--- config.mk ---
export PLATFORM = sky130hd
export DESIGN_NAME = som_serial_out_mux
export DESIGN_NICKNAME = d
export VERILOG_FILES = /design/src/include/som_pkg.sv /design/src/verilog/som_sync.sv /design/src/verilog/som_serial_out_mux.sv
export SDC_FILE = /design/constraint.sdc
export NUM_CORES = 1
export LEC_CHECK = 0
export BUFFER_PORTS_ARGS = -buffer_cell sky130_fd_sc_hd__buf_2
export CORE_MARGIN = 10
export CORE_UTILIZATION = 45
export DETAILED_ROUTE_END_ITERATION = 12
export PLACE_DENSITY = 0.74
export SLEW_MARGIN = 10
export SYNTH_ARGS = -nofsm -noshare
export SYNTH_HDL_FRONTEND = slang
export SYNTH_SLANG_ARGS = --single-unit
export TNS_END_PERCENT = 30
--- constraint.sdc ---
create_clock -name clk -period 1.6 [get_ports clk]
set_input_delay 0.08 -clock clk [delete_from_list [all_inputs] [get_ports clk]]
set_output_delay 0.08 -clock clk [all_outputs]
set_load 0.01 [all_outputs]
--- src/include/som_pkg.sv ---
// Constants, register map and carrier types of the serial output mux
package som_pkg;

  // ----------------------------------------
  // Register port
  // ----------------------------------------
  localparam int          SOM_ADDR_W = 8;
  localparam int          SOM_DATA_W = 24;
  localparam logic [7:0]  SOM_ADDR_EXACT_FREQ = 8'h0c;
  localparam logic [7:0]  SOM_ADDR_SDO_CTRL   = 8'h0f;
  localparam logic [23:0] SOM_RST_EXACT_FREQ  = 24'h000000;
  localparam logic [23:0] SOM_RST_SDO_CTRL    = 24'h000001;

  // ----------------------------------------
  // Field widths
  // ----------------------------------------
  localparam int          SOM_SEL_W  = 5;
  localparam int          SOM_CNT_W  = 14;
  localparam int          SOM_CTRL_W = 10;
  localparam logic [13:0] SOM_CNT_MIN_ACTIVE = 14'h0002;
  localparam int          SOM_SYNC_STAGES    = 2;

  // ----------------------------------------
  // Selector codes
  // ----------------------------------------
  typedef enum logic [4:0] {
    SOM_SEL_STATIC      = 5'h00,
    SOM_SEL_LOCK        = 5'h01,
    SOM_SEL_LOCK_TRIG   = 5'h02,
    SOM_SEL_LOCK_WIN    = 5'h03,
    SOM_SEL_RING_OSC    = 5'h04,
    SOM_SEL_PULL_UP     = 5'h05,
    SOM_SEL_PULL_DOWN   = 5'h06,
    SOM_SEL_RSVD7       = 5'h07,
    SOM_SEL_REF_BUF     = 5'h08,
    SOM_SEL_REF_DIV     = 5'h09,
    SOM_SEL_OSC_DIV     = 5'h0a,
    SOM_SEL_MOD_CLK     = 5'h0b,
    SOM_SEL_AUX_CLK     = 5'h0c,
    SOM_SEL_AUX_SCLK    = 5'h0d,
    SOM_SEL_AUX_SEN     = 5'h0e,
    SOM_SEL_AUX_SDOUT   = 5'h0f,
    SOM_SEL_PD_DOWN     = 5'h10,
    SOM_SEL_PD_UP       = 5'h11,
    SOM_SEL_MOD_DLY     = 5'h12,
    SOM_SEL_MOD_CORE    = 5'h13,
    SOM_SEL_STB_INT     = 5'h14,
    SOM_SEL_STB_FRAC    = 5'h15,
    SOM_SEL_STB_AUX     = 5'h16,
    SOM_SEL_LATCH_EN    = 5'h17,
    SOM_SEL_DIV_SYNC    = 5'h18,
    SOM_SEL_SEED_LOAD   = 5'h19,
    SOM_SEL_DNU_FIRST   = 5'h1a,
    SOM_SEL_DNU_LAST    = 5'h1d,
    SOM_SEL_OUT_BUF_EN  = 5'h1e,
    SOM_SEL_SOFT_RESET  = 5'h1f
  } som_sel_e;

  // ----------------------------------------
  // Carriers
  // ----------------------------------------
  typedef struct packed {
    logic     low_drive_disable;
    logic     high_drive_disable;
    logic     out_driver_always_on;
    logic     aux_output_only;
    logic     aux_output_static_value;
    som_sel_e aux_output_select;
  } som_ctrl_s;

  typedef struct packed {
    logic lock_detect;
    logic lock_trigger;
    logic lock_window;
    logic ring_osc;
    logic ref_buf;
    logic ref_div;
    logic osc_div;
    logic mod_clk;
    logic aux_clk;
    logic aux_spi_clk;
    logic aux_spi_en;
    logic aux_spi_dout;
    logic pd_down;
    logic pd_up;
    logic mod_clk_delay;
    logic mod_core_clk;
    logic strobe_int_wr;
    logic strobe_frac_wr;
    logic strobe_aux_spi;
    logic spi_latch_en;
    logic osc_div_sync_rst;
    logic seed_load;
    logic out_buf_en;
    logic soft_reset;
  } som_src_s;

endpackage : som_pkg

--- src/verilog/som_sync.sv ---
// Two-stage synchroniser for a vector of independent levels
`timescale 1ns/100ps
`default_nettype none

module som_sync #(
  parameter int WIDTH = 1
) (
  // Clock and reset
  input  wire logic             clk,
  input  wire logic             reset,
  // Levels
  input  wire logic [WIDTH-1:0] async_in,
  output var  logic [WIDTH-1:0] sync_out
);

  // ----------------------------------------
  // Stages
  // ----------------------------------------
  // Bits are sampled independently; no coherence between bits is implied
  logic [WIDTH-1:0] meta;
  logic [WIDTH-1:0] next_meta;
  logic [WIDTH-1:0] next_sync_out;

  always_comb begin
    next_meta     = async_in;
    next_sync_out = meta;
  end

  always_ff @(posedge clk) begin
    if (reset) begin
      meta     <= '0;
      sync_out <= '0;
    end else begin
      meta     <= next_meta;
      sync_out <= next_sync_out;
    end
  end

endmodule : som_sync
`default_nettype wire

--- src/verilog/som_serial_out_mux.sv ---
// Serial data output pin mux with its control and channel count registers
`timescale 1ns/100ps
`default_nettype none

// How it works
// - Selected signal reaches pin only when enabled
// - Code 0 drives the static test bit
// - Codes 1-3 route lock detect signals
// - Codes 4-6 ring oscillator, weak pulls; 7 reserved
// - Codes 8-11 route reference, divider and modulator clocks
// - Codes 12-15 route auxiliary clock and port
// - Codes 16-19 phase detector and modulator clocks
// - Codes 20-25 route strobes and sync resets
// - Codes 30, 31; host avoids 26-29
// - Bit 6 chooses automux or aux only
// - Bit 7 keeps driver on continuously while enabled, except codes 5, 6
// - Bit 8 disables high-side drive
// - Bit 9 disables low-side drive
// - Count 0 or 1 disables exact mode
module som_serial_out_mux (
  // Clock and reset
  input  wire logic                           clk,
  input  wire logic                           reset,
  // Register port from the serial interface core
  input  wire logic                           reg_wr_en,
  input  wire logic [som_pkg::SOM_ADDR_W-1:0] reg_addr,
  input  wire logic [som_pkg::SOM_DATA_W-1:0] reg_wr_data,
  output var  logic [som_pkg::SOM_DATA_W-1:0] reg_rd_data,
  // Serial read path and pin enable
  input  wire logic                           spi_read_active,
  input  wire logic                           spi_read_data,
  input  wire logic                           pin_enable,
  // Internal signals from other clock domains
  input  wire som_pkg::som_src_s              src,
  // Output pin
  output var  logic                           sdo_out,
  output var  logic                           sdo_oe,
  output var  logic                           sdo_weak_pull_up,
  output var  logic                           sdo_weak_pull_down,
  // Exact frequency status
  output var  logic                           exact_freq_enable,
  output var  logic [som_pkg::SOM_CNT_W-1:0]  channel_count_per_compare
);
  import som_pkg::*;

  // ----------------------------------------
  // Decoding helpers
  // ----------------------------------------
  function automatic logic som_is_reserved(input som_sel_e sel);
    som_is_reserved = (sel == SOM_SEL_RSVD7) ||
                      ((sel >= SOM_SEL_DNU_FIRST) && (sel <= SOM_SEL_DNU_LAST));
  endfunction : som_is_reserved

  function automatic logic som_is_weak(input som_sel_e sel);
    som_is_weak = (sel == SOM_SEL_PULL_UP) || (sel == SOM_SEL_PULL_DOWN);
  endfunction : som_is_weak

  function automatic logic som_pick(input som_sel_e sel, input logic stat, input som_src_s s);
    case (sel)
      SOM_SEL_STATIC:     som_pick = stat;
      SOM_SEL_LOCK:       som_pick = s.lock_detect;
      SOM_SEL_LOCK_TRIG:  som_pick = s.lock_trigger;
      SOM_SEL_LOCK_WIN:   som_pick = s.lock_window;
      SOM_SEL_RING_OSC:   som_pick = s.ring_osc;
      SOM_SEL_PULL_UP:    som_pick = 1'b1;
      SOM_SEL_PULL_DOWN:  som_pick = 1'b0;
      SOM_SEL_REF_BUF:    som_pick = s.ref_buf;
      SOM_SEL_REF_DIV:    som_pick = s.ref_div;
      SOM_SEL_OSC_DIV:    som_pick = s.osc_div;
      SOM_SEL_MOD_CLK:    som_pick = s.mod_clk;
      SOM_SEL_AUX_CLK:    som_pick = s.aux_clk;
      SOM_SEL_AUX_SCLK:   som_pick = s.aux_spi_clk;
      SOM_SEL_AUX_SEN:    som_pick = s.aux_spi_en;
      SOM_SEL_AUX_SDOUT:  som_pick = s.aux_spi_dout;
      SOM_SEL_PD_DOWN:    som_pick = s.pd_down;
      SOM_SEL_PD_UP:      som_pick = s.pd_up;
      SOM_SEL_MOD_DLY:    som_pick = s.mod_clk_delay;
      SOM_SEL_MOD_CORE:   som_pick = s.mod_core_clk;
      SOM_SEL_STB_INT:    som_pick = s.strobe_int_wr;
      SOM_SEL_STB_FRAC:   som_pick = s.strobe_frac_wr;
      SOM_SEL_STB_AUX:    som_pick = s.strobe_aux_spi;
      SOM_SEL_LATCH_EN:   som_pick = s.spi_latch_en;
      SOM_SEL_DIV_SYNC:   som_pick = s.osc_div_sync_rst;
      SOM_SEL_SEED_LOAD:  som_pick = s.seed_load;
      SOM_SEL_OUT_BUF_EN: som_pick = s.out_buf_en;
      SOM_SEL_SOFT_RESET: som_pick = s.soft_reset;
      default:            som_pick = 1'b0;
    endcase
  endfunction : som_pick

  // ----------------------------------------
  // Synchronised sources
  // ----------------------------------------
  // Fast clocks alias at this rate; the pin shows a sampled view only
  logic [$bits(som_src_s)-1:0] src_sync_bits;
  som_src_s                    src_sync;

  som_sync #(
    .WIDTH ($bits(som_src_s))
  ) u_src_sync (
    .clk      (clk),
    .reset    (reset),
    .async_in (src),
    .sync_out (src_sync_bits)
  );

  assign src_sync = som_src_s'(src_sync_bits);

  // ----------------------------------------
  // Registers
  // ----------------------------------------
  som_ctrl_s               ctrl;
  som_ctrl_s               next_ctrl;
  logic [SOM_CNT_W-1:0]    next_count;
  logic                    next_exact_en;
  logic [SOM_DATA_W-1:0]   next_rd_data;

  always_comb begin
    next_ctrl  = ctrl;
    next_count = channel_count_per_compare;
    if (reg_wr_en && (reg_addr == SOM_ADDR_SDO_CTRL)) begin
      next_ctrl = som_ctrl_s'(reg_wr_data[SOM_CTRL_W-1:0]);
    end
    if (reg_wr_en && (reg_addr == SOM_ADDR_EXACT_FREQ)) begin
      next_count = reg_wr_data[SOM_CNT_W-1:0];
    end
    next_exact_en = (next_count >= SOM_CNT_MIN_ACTIVE);
    case (reg_addr)
      SOM_ADDR_SDO_CTRL:   next_rd_data = {{(SOM_DATA_W-SOM_CTRL_W){1'b0}}, ctrl};
      SOM_ADDR_EXACT_FREQ: next_rd_data = {{(SOM_DATA_W-SOM_CNT_W){1'b0}}, channel_count_per_compare};
      default:             next_rd_data = '0;
    endcase
  end

  always_ff @(posedge clk) begin
    if (reset) begin
      ctrl                      <= som_ctrl_s'(SOM_RST_SDO_CTRL[SOM_CTRL_W-1:0]);
      channel_count_per_compare <= SOM_RST_EXACT_FREQ[SOM_CNT_W-1:0];
      exact_freq_enable         <= 1'b0;
      reg_rd_data               <= '0;
    end else begin
      ctrl                      <= next_ctrl;
      channel_count_per_compare <= next_count;
      exact_freq_enable         <= next_exact_en;
      reg_rd_data               <= next_rd_data;
    end
  end

  // ----------------------------------------
  // Pin drive
  // ----------------------------------------
  // Drive disables apply to the level actually presented, so a disabled
  // side leaves the pin floating rather than forcing the opposite level
  logic aux_value;
  logic pin_value;
  logic drive_req;
  logic next_sdo_out;
  logic next_sdo_oe;
  logic next_pull_up;
  logic next_pull_down;

  always_comb begin
    aux_value = pin_enable ? som_pick(ctrl.aux_output_select, ctrl.aux_output_static_value, src_sync) : 1'b0;
    if (!ctrl.aux_output_only && spi_read_active) begin
      pin_value = spi_read_data;
    end else begin
      pin_value = aux_value;
    end
    drive_req = spi_read_active || (pin_enable && ctrl.out_driver_always_on);
    next_pull_up   = 1'b0;
    next_pull_down = 1'b0;
    if (pin_enable && (ctrl.aux_output_only || !spi_read_active) && som_is_weak(ctrl.aux_output_select)) begin
      next_pull_up   = (ctrl.aux_output_select == SOM_SEL_PULL_UP);
      next_pull_down = (ctrl.aux_output_select == SOM_SEL_PULL_DOWN);
      drive_req      = 1'b0;
    end
    next_sdo_out = pin_value;
    next_sdo_oe  = drive_req && (pin_value ? !ctrl.high_drive_disable
                                           : !ctrl.low_drive_disable);
  end

  always_ff @(posedge clk) begin
    if (reset) begin
      sdo_out            <= 1'b0;
      sdo_oe             <= 1'b0;
      sdo_weak_pull_up   <= 1'b0;
      sdo_weak_pull_down <= 1'b0;
    end else begin
      sdo_out            <= next_sdo_out;
      sdo_oe             <= next_sdo_oe;
      sdo_weak_pull_up   <= next_pull_up;
      sdo_weak_pull_down <= next_pull_down;
    end
  end

  logic aux_path;
  assign aux_path = pin_enable && ctrl.aux_output_only;
endmodule : som_serial_out_mux
`default_nettype wire

==> results of run 1 <==
-- registers in the layout, indices dropped and copies added (netlist names) --
register	flops
exact_freq_enable	1
reg_rd_data	14
u_src_sync.sync_out	24
channel_count_per_compare	14
ctrl	10
u_src_sync.meta	24
sdo_weak_pull_down	1
sdo_oe	1
sdo_weak_pull_up	1
sdo_out	1
-- worst register-to-register path, stage by stage (launching register included) --
cell and delay [ns]:
dfxtp_4 0.38, or3b_4 0.41, a211oi_4 0.26, nor4_2 0.06, o32a_1 0.21, and3_4 0.16
a211oi_2 0.16
-- kinds of logic (layout without fill, tap and decap cells) --
kind of cell | after synthesis | in the layout | synth area share, %
xor gates and xnor gates | 2 | 2 | 0.5233
muxes | 7 | 7 | 2.541
DFF | 91 | 91 | 54.41
AOI/OAI and AO/OA | 55 | 55 | 10.69
other | 1 | 10 | 0.1120
buffers and inverters | 40 | 158 | 6.540
and+or+nand+nor | 157 | 157 | 25.19
-- metrics by stage --
step | power [W] | setup TNS [ns] | instance area (sq um)
3_3_place_gp | 0.002593 | -0.1959 | 3884
3_5_place_dp | 0.002598 | -0.3700 | 3884
5_1_grt | 0.004384 | -0.2693 | 4458
2_1_floorplan | 0.002516 | -0.01166 | 3382
6_report | 0.004214 | -0.1085 | 4458
4_1_cts | 0.004231 | -0.08237 | 4404
-- per-layer routing --
metal  vias to the layer above  track usage, %  share of wire (%)  wire length [um]
met5                         -               0                  0                 0
met4                         0           5.319                1.9               153
met3                        16           5.133                8.0               651
met2                       107           22.44                 48              3854
met1                      1291           17.06                 42              3436
li1                       1421               -                  -                 -
-- cell type report --
cell class | instances | area, sq um | area share, %
sequential | 91 | 1837 | 41.20
multi-input combinational | 231 | 1368 | 30.68
timing repair buffer | 139 | 910.9 | 20.43
inverter | 3 | 11.26 | 0.2526
clock buffer | 9 | 123.9 | 2.779
tap | 99 | 123.9 | 2.779
clock inverter | 7 | 83.83 | 1.880
-- cells in the final DEF, fill, tap and decap left out, drive strengths merged, types with 3 or more instances in the layout --
master / instances
nand3: 28
mux2i: 4
nand2: 30
nor4: 5
a21oi: 25
conb: 10
buf: 106
nor3: 5
a211oi: 4
nand4: 3
dlygate4sd3: 32
inv: 7
a22oi: 10
nor2b: 48
and2: 4
nor2: 21
dfxtp: 91
clkbuf: 10
o21ai: 6
-- where the power goes --
group / internal, W / leakage [nW] / switching (W) / total, W
logic: 0.000150 / 1.00 / 0.000121 / 0.000271
registers: 0.00232 / 0.746 / 0.0000142 / 0.00233
clock network: 0.000755 / 0.108 / 0.000859 / 0.00161
-- worst max-delay path by stage --
stage	start	end	slack (ns)	cells after the start
final	ctrl[2]$_SDFFE_PP0P_	sdo_oe$_SDFF_PP0_	-0.11	6
after global routing	ctrl[2]$_SDFFE_PP0P_	sdo_oe$_SDFF_PP0_	-0.16	6
after CTS	ctrl[1]$_SDFFE_PP0P_	sdo_oe$_SDFF_PP0_	-0.08	7
after detailed placement	ctrl[3]$_SDFFE_PP0P_	sdo_oe$_SDFF_PP0_	-0.22	6
after global placement	ctrl[0]$_SDFFE_PP1P_	sdo_oe$_SDFF_PP0_	-0.12	7
after floorplan	ctrl[2]$_SDFFE_PP0P_	sdo_oe$_SDFF_PP0_	-0.01	7
-- timing repair --
action                                 in CTS  in global routing
setup endpoints to repair                   2                  2
pin swaps                                   2                  6
hold buffers                               30                  2
endpoints found under the hold margin      31                  2
setup buffers                               0                  1
gates resized for setup                     7                  6
==> reports/qor.yml, run 1 <==
outcome:
  status: "finished with violations"
  violations: "negative setup slack"
setup_path:
  cp.required_ns: 1.89
  endpoint_kind: "flip-flop"
  rr_startpoint: "ctrl[2]$_SDFFE_PP0P_"
  reg2reg_slack_ns: -0.11
  cp_num_buf_inv: 0
  r2r-end: "sdo_oe$_SDFF_PP0_"
  critPathKind: "reg2reg"
  max_stage_delay_ns: 0.41
  critPathTopFamily: "simple AND/OR/NAND/NOR gates"
  crit_slowest_cell: "or3b_4"
  crit_arrival_ns: 2.00
  start_kind: "flip-flop"
  cp_cell_sequence: "or3b_4 > a211oi_4 > nor4_2 > o32a_1 > and3_4 > a211oi_2"
  ff2ff_path_depth: 6
  worstPathMaxFanout: 6
drt:
  wl_per_cell_um: 13.98
  num_vias: 2835
  drcViolationCount: 0
  via_per_inst: 4.896
  dr.pass1.iters: 4
  wirelength_um: 8096
  drt_iter0_drc: 94
  ant_nets: 0
global_route:
  grt_overflow: 0
  grt_max_degree: 49
  grt_use_total_pct: 14.10
  grt_pass1_vias: 2744
  grt_pass1_wl_um: 13150
  antenna_found_initial: 0
hold_path:
  hold_path_depth: 3
  hold_class: "in2reg"
  min_from: "reg_wr_data[9]"
  min_to: "channel_count_per_compare[9]$_SDFF_PP0_"
timing:
  maxSlewHeadroom_pct: 61.14
  rsz0062_at_grt: "true"
  fmax_ghz: 0.5863
  period_share_pct: 106.6
  finalWorstSetupSlack_ns: -0.1056
  finalSetupViolCount: 2
  tightest_slew_ns: 0.5775
  hold_viol_final: 0
  period_minus_slack_ns: 1.706
  hold_ws_ns: 0.0003950
  clock-skew-final_ns: 0.008717
  drv_slew: 0
placement:
  numPlacedInstances: 530
  port_buffers: 84
  dpl.hpwl_um: 5901
  dp_slack_ns: -0.2188
  gp_congestion: 0.8408
final_layout:
  fillCellCount: 632
  synthToLayoutAreaGrowth_pct: 33.15
  drive_above_1_share_pct: 29.17
  diodes: 0
  nNetsFinal: 537
  final_cells: 579
  final_util_pct: 61.46
floorplanning:
  coreArea_sq_um: 7253
  rows: 31
  die_area_sq_um: 11290
  ios: 105
  die_h_um: 106.3
  die_x_um: 106.3
  start_util_pct: 46.16
yosys:
  ys.flop_type: "dfxtp_1"
  synthTopCellsByArea: "dfxtp_1 54%, nor2b_1 9.0%, nand3_1 4.2%"
  syn_inst: 353
  synth_top_cell_area_share_pct: 54.41
  synth_top_cell_by_area: "dfxtp_1"
  syn_area_per_cell_sq_um: 9.485
  synth-seq-cells: 91
  synth-edff-count: 0
  synth_commonest_cells: "91 x dfxtp_1, 48 x nor2b_1, 30 x nand2_1, 28 x nand3_1, 25 x a21oi_1"
  synth_cell_types: 44
  async_reset_ff_share_pct: 0
  yosysWarnings: 0
  synthesis.area_sq_um: 3348
  yosysMostFrequentCell: "dfxtp_1"
  ys_seq_area_share_pct: 54.41
clocking:
  cts.sinks: 91
  path_clk_slew_ns: 0.10
  cts_buffers: 9
  clockBufferDepth: 2
  htreeDepth: 3
  cts_tree: "built"
  clock_latency_ns: 0.36
  cts_root_buf: "clkbuf_8"
power_and_ir_drop:
  ir_drop_uv: 577.4
  p_leak_nw: 1.857
  power.density_nw_per_um2: 945.3
job:
  max-cap-violations: 0
No activity file was read; power rests on OpenSTA's default activity.
==> run 2: changes to the inputs <==
--- a/config.mk
+++ b/config.mk
@@ -7,9 +7,10 @@
 export LEC_CHECK = 0
 export BUFFER_PORTS_ARGS = -buffer_cell sky130_fd_sc_hd__buf_2
 export CORE_MARGIN = 10
-export CORE_UTILIZATION = 45
+export CORE_UTILIZATION = 54
 export DETAILED_ROUTE_END_ITERATION = 12
-export PLACE_DENSITY = 0.74
+export MAX_ROUTING_LAYER = met4
+export PLACE_DENSITY = 0.83
 export SLEW_MARGIN = 10
 export SYNTH_ARGS = -nofsm -noshare
 export SYNTH_HDL_FRONTEND = slang
==> constraint.sdc (replaced) <==
create_clock -name clk -period 2.2 [get_ports clk]
set_input_delay 0.11 -clock clk [delete_from_list [all_inputs] [get_ports clk]]
set_output_delay 0.11 -clock clk [all_outputs]
set_load 0.01 [all_outputs]
==> run 2 against run 1 <==
The flow now finishes without violations. Sequential power down 27%. Critical path depth unchanged. Sequential share of layout area up 1.9 points. Wire length down 4.4%.
==> reports/qor.yml, run 2 (synthesis results as in run 1) <==
clocking:
  cts_buffers: 9
  clockBufferDepth: 2
  cts.sinks: 91
  htreeDepth: 3
  clock_latency_ns: 0.36
  cts_setup_buffers: 0
  cts_root_buf: "clkbuf_8"
  cts_tree: "built"
  path_clk_slew_ns: 0.09
floorplanning:
  ios: 105
  die_x_um: 98.74
  start_util_pct: 56.22
  coreArea_sq_um: 5956
  die_h_um: 98.74
  rows: 28
  die_area_sq_um: 9750
setup_path:
  r2r-end: "sdo_oe$_SDFF_PP0_"
  cp.required_ns: 2.48
  rr_startpoint: "ctrl[0]$_SDFFE_PP1P_"
  endpoint_kind: "flip-flop"
  crit_arrival_ns: 2.27
  reg2reg_slack_ns: 0.21
  worstPathMaxFanout: 13
  critPathKind: "reg2reg"
  ff2ff_path_depth: 6
  start_kind: "flip-flop"
drt:
  drt_iter0_drc: 150
  wirelength_um: 7740
  via_per_inst: 5.107
  dr.pass1.iters: 4
  wl_per_cell_um: 14.58
  drcViolationCount: 0
  num_vias: 2712
  ant_nets: 0
power_and_ir_drop:
  ir_drop_uv: 618.1
  p_leak_nw: 1.747
  internal_power_w: 0.002549
  power.density_nw_per_um2: 764.5
  power_frac_clock_pct: 41.8
  switching_share_pct: 21.25
  seqPwrFrac_pct: 52.5
  switchingPower_w: 0.0006875
  combPwrFrac_pct: 5.7
timing:
  period_share_pct: 90.31
  fmax_ghz: 0.5033
  rsz0062_at_grt: "false"
  finalSetupViolCount: 0
  hold_viol_final: 0
  drv_slew: 0
  tightest_slew_ns: 0.6024
  clock-skew-final_ns: 0.01152
  period_minus_slack_ns: 1.987
  maxSlewHeadroom_pct: 59.47
  finalSetupTns_ns: 0
job:
  max-cap-violations: 0
hold_path:
  hold_class: "in2reg"
  hold_path_depth: 3
  min_to: "ctrl[5]$_SDFFE_PP0P_"
  min_from: "reg_wr_data[5]"
global_route:
  grt_use_total_pct: 16.27
  grt_overflow: 0
  grt_pass1_wl_um: 12730
  grt_pass1_vias: 2613
  grt_max_degree: 43
  antenna_found_initial: 0
final_layout:
  synthToLayoutAreaGrowth_pct: 26.42
  nNetsFinal: 513
  final_cell_mix: "90 x dfxtp_1, 84 x buf_2, 48 x nor2b_1"
  final_common_cell: "dfxtp_1"
  design_area_sq_um: 4233
  regArea_sq_um: 1823
  multiInputGateArea_sq_um: 1341
  fillCellCount: 454
  diodes: 0
  drive_above_1_share_pct: 25.44
  reg_top3: "u_src_sync.meta x24, u_src_sync.sync_out x24"
outcome:
  status: "complete, no violations"
placement:
  dpl_cell_area_sq_um: 3734
  port_buffers: 84
  gp_congestion: 0.8492
  dpl.hpwl_um: 5223
## run 2: final cells by class
cell class                 instances  share of cell area, %
clock inverter                     7                  2.926
tap                               75                  2.217
timing repair buffer             115                  16.91
multi-input combinational        231                  31.69
inverter                           3                 0.2660
sequential                        91                  43.07
clock buffer                       9                  2.926
## run 2: worst max-delay path, stage by stage (launching register included)
cell and delay (ns):
dfxtp_1 0.63, nand2b_1 0.20, o21ai_0 0.22, a211oi_1 0.07, o32a_1 0.38, and3_4 0.20, a211oi_2 0.21
## run 2: how the worst max path moves through the flow
stage	start	to	slack [ns]	depth (start not counted)
4_1_cts	ctrl[1]$_SDFFE_PP0P_	sdo_oe$_SDFF_PP0_	0.16	6
5_1_grt	ctrl[0]$_SDFFE_PP1P_	sdo_oe$_SDFF_PP0_	0.03	6
2_1_floorplan	ctrl[2]$_SDFFE_PP0P_	sdo_oe$_SDFF_PP0_	0.55	7
3_3_place_gp	ctrl[1]$_SDFFE_PP0P_	sdo_oe$_SDFF_PP0_	0.24	6
6_report	ctrl[0]$_SDFFE_PP1P_	sdo_oe$_SDFF_PP0_	0.21	6
3_5_place_dp	ctrl[1]$_SDFFE_PP0P_	sdo_oe$_SDFF_PP0_	0.20	6
## run 2: per-stage QoR
step | utilization, % | total power, W | setup WS, ns | hold slack, ns | std cells
2_1_floorplan | - | 0.001830 | 0.5525 | 0.2382 | 362
3_3_place_gp | 62.69 | 0.001879 | 0.2385 | 0.3189 | 490
3_5_place_dp | 62.69 | 0.001883 | 0.1985 | 0.3217 | 490
4_1_cts | 71.05 | 0.003258 | 0.1571 | 0.002678 | 531
5_1_grt | 71.07 | 0.003357 | 0.02607 | 0.008569 | 531
6_report | 71.07 | 0.003236 | 0.2133 | 0.01622 | 531
## run 2: power by group through the flow
stage / combinational (W) / clock [W] / sequential [W]
finish: 0.000184 / 0.00135 / 0.00170
global route: 0.000204 / 0.00145 / 0.00170
CTS: 0.000180 / 0.00138 / 0.00170
detailed placement: 0.000146 / 0 / 0.00174
global placement: 0.000143 / 0 / 0.00174
floorplan: 0.0000949 / 0 / 0.00174
## run 2: repair_timing
item / CTS / global route
gates resized for setup: 0 / 1
setup endpoints to repair: 0 / 1
hold buffers: 25 / 0
endpoints found under the hold margin: 25 / 0
## run 2: metal layers
metal  vias up  GRT usage [%]  part of all wire [%]
met1      1243          18.40                    43
li1       1369              -                     -
met5         -              -                     0
met3         8          6.006                   7.3
met2        92          26.25                    49
met4         0          4.851                  0.99
==> run 3: changes to the inputs <==
--- a/config.mk
+++ b/config.mk
@@ -5,12 +5,12 @@
 export SDC_FILE = /design/constraint.sdc
 export NUM_CORES = 1
 export LEC_CHECK = 0
-export BUFFER_PORTS_ARGS = -buffer_cell sky130_fd_sc_hd__buf_2
 export CORE_MARGIN = 10
-export CORE_UTILIZATION = 54
+export CORE_UTILIZATION = 55
 export DETAILED_ROUTE_END_ITERATION = 12
+export DONT_BUFFER_PORTS = 1
 export MAX_ROUTING_LAYER = met4
-export PLACE_DENSITY = 0.83
+export PLACE_DENSITY = 0.69
 export SLEW_MARGIN = 10
 export SYNTH_ARGS = -nofsm -noshare
 export SYNTH_HDL_FRONTEND = slang
==> run 3 against run 2 <==
First-iteration DRC count increased by 32%. Maximum frequency is 0.92% lower. Global-route usage down 0.13 points. Sequential share of layout area is 1.7 points higher. Register-to-register slack got worse by 0.02 ns. Combinational power decreased by 17%. Final cell count is 11% lower. Critical endpoint unchanged. Largest power group unchanged.
==> reports/qor.yml, run 3 (synthesis results as in run 1) <==
outcome:
  status: "complete, no violations"
timing:
  period_minus_slack_ns: 2.005
  hold_viol_final: 0
  clock-skew-final_ns: 0.01550
  tightest_slew_ns: 0.6474
  fmax_ghz: 0.4987
  finalSetupTns_ns: 0
  period_share_pct: 91.15
  finalWorstSetupSlack_ns: 0.1948
  rsz0062_at_grt: "false"
  maxSlewHeadroom_pct: 56.44
  finalSetupViolCount: 0
  drv_slew: 0
power_and_ir_drop:
  p_leak_nw: 1.455
  ir_drop_uv: 649.2
  switching_share_pct: 19.96
  switchingPower_w: 0.0006175
  power.density_nw_per_um2: 760.3
  seqPwrFrac_pct: 54.9
  combPwrFrac_pct: 4.9
  power_frac_clock_pct: 40.2
  internal_power_w: 0.002476
global_route:
  grt_overflow: 0
  grt_use_total_pct: 16.13
  grt_pass1_vias: 2536
  use_met2_pct: 24.92
  grt_use_met1_pct: 17.88
  grtUsageMet3_pct: 5.426
  grt.busiest_layer: "met2"
  antenna_found_initial: 1
  grt_pass1_wl_um: 12540
  grt_max_degree: 88
clocking:
  cts_tree: "built"
  clock_latency_ns: 0.35
  post_cts_resized: 0
  path_clk_slew_ns: 0.09
  cts_buffers: 9
  htreeDepth: 3
  cts_root_buf: "clkbuf_8"
  clockBufferDepth: 2
  cts.sinks: 91
  cts_setup_buffers: 0
floorplanning:
  rows: 28
  coreArea_sq_um: 5921
  die_area_sq_um: 9609
  ios: 105
  die_x_um: 98.03
  start_util_pct: 56.55
  die_h_um: 98.03
drt:
  wirelength_um: 7744
  dr.pass1.iters: 5
  drt_iter0_drc: 198
  via_per_inst: 5.521
  num_vias: 2617
  drcViolationCount: 0
  wl_per_cell_um: 16.34
  ant_nets: 0
placement:
  dp_slack_ns: 0.2428
  dpl_cell_area_sq_um: 3321
  port_buffers: 0
  dpl.hpwl_um: 4712
  gp_congestion: 0.8302
setup_path:
  start_kind: "flip-flop"
  worstPathMaxFanout: 17
  endpoint_kind: "flip-flop"
  cp_cell_sequence: "nand2b_1 > a211oi_2 > nor4_1 > o32a_1 > a31oi_1 > a211oi_2"
  crit_arrival_ns: 2.27
  cp_num_buf_inv: 0
  ff2ff_path_depth: 6
  max_stage_delay_ns: 0.70
  cp.depth: 6
  crit_slowest_cell: "dfxtp_1"
  critPathTopFamily: "flip-flops"
  cp.required_ns: 2.47
  cp_common_cell: "a211oi_2"
  critPathKind: "reg2reg"
job:
  max-cap-violations: 0
final_layout:
  final_common_cell: "dfxtp_1"
  design_area_sq_um: 4069
  nNetsFinal: 455
  drive_above_1_share_pct: 8.040
  reg_top3: "u_src_sync.meta x24, u_src_sync.sync_out x24"
  final_cell_mix: "91 x dfxtp_1, 49 x dlygate4sd3_1, 48 x nor2b_1"
  synthToLayoutAreaGrowth_pct: 21.52
  final_util_pct: 68.72
hold_path:
  hold_class: "in2reg"
  hold_path_depth: 2
-- run 3: power groups by stage --
stage	sequential, W	clock, W	combinational (W)
global placement	0.00174	0	0.0000596
finish	0.00170	0.00124	0.000152
floorplan	0.00174	0	0.0000949
detailed placement	0.00174	0	0.0000599
CTS	0.00170	0.00126	0.000149
global route	0.00170	0.00133	0.000167
-- run 3: path summary, 6_finish.rpt --
path,start,end,slack (ns)
setup / recovery,ctrl[1]$_SDFFE_PP0P_,sdo_oe$_SDFF_PP0_,0.19
setup reg to reg,ctrl[1]$_SDFFE_PP0P_,sdo_oe$_SDFF_PP0_,0.19
hold / removal,reg_wr_en,ctrl[0]$_SDFFE_PP1P_,0.03
hold reg to reg,u_src_sync.meta[7]$_SDFF_PP0_,u_src_sync.sync_out[7]$_SDFF_PP0_,0.44
-- run 3: layer usage --
layer / up-vias / part of all wire (%)
li1: 1258 / -
met1: 1194 / 40
met2: 136 / 48
met3: 29 / 8.8
met4: 0 / 3.3
met5: - / 0
-- run 3: what timing repair did --
| item | 4_1_cts | 5_1_grt |
|---|---|---|
| hold buffers | 50 | 0 |
| endpoints found under the hold margin | 87 | 0 |
| endpoints found under the setup margin | 0 | 0 |
-- run 3: final cells by class --
class / count / area (sq um)
diodes: 1 / 2.502
clock buffers: 12 / 155.1
clock inverters: 4 / 72.57
fillers: 450 / 1852
inverters: 3 / 11.26
multi-input cells: 231 / 1341
flip-flops and latches: 91 / 1822
well taps: 75 / 93.84
repair buffers: 57 / 570.5
-- run 3: stage by stage --
stage          hold slack, ns  total power [W]  cells
6_report              0.02689         0.003094    474
5_1_grt               0.01715         0.003201    474
4_1_cts              0.002569         0.003113    473
3_5_place_dp           0.1891         0.001799    407
3_3_place_gp           0.1886         0.001798    407
2_1_floorplan          0.2382         0.001830    362
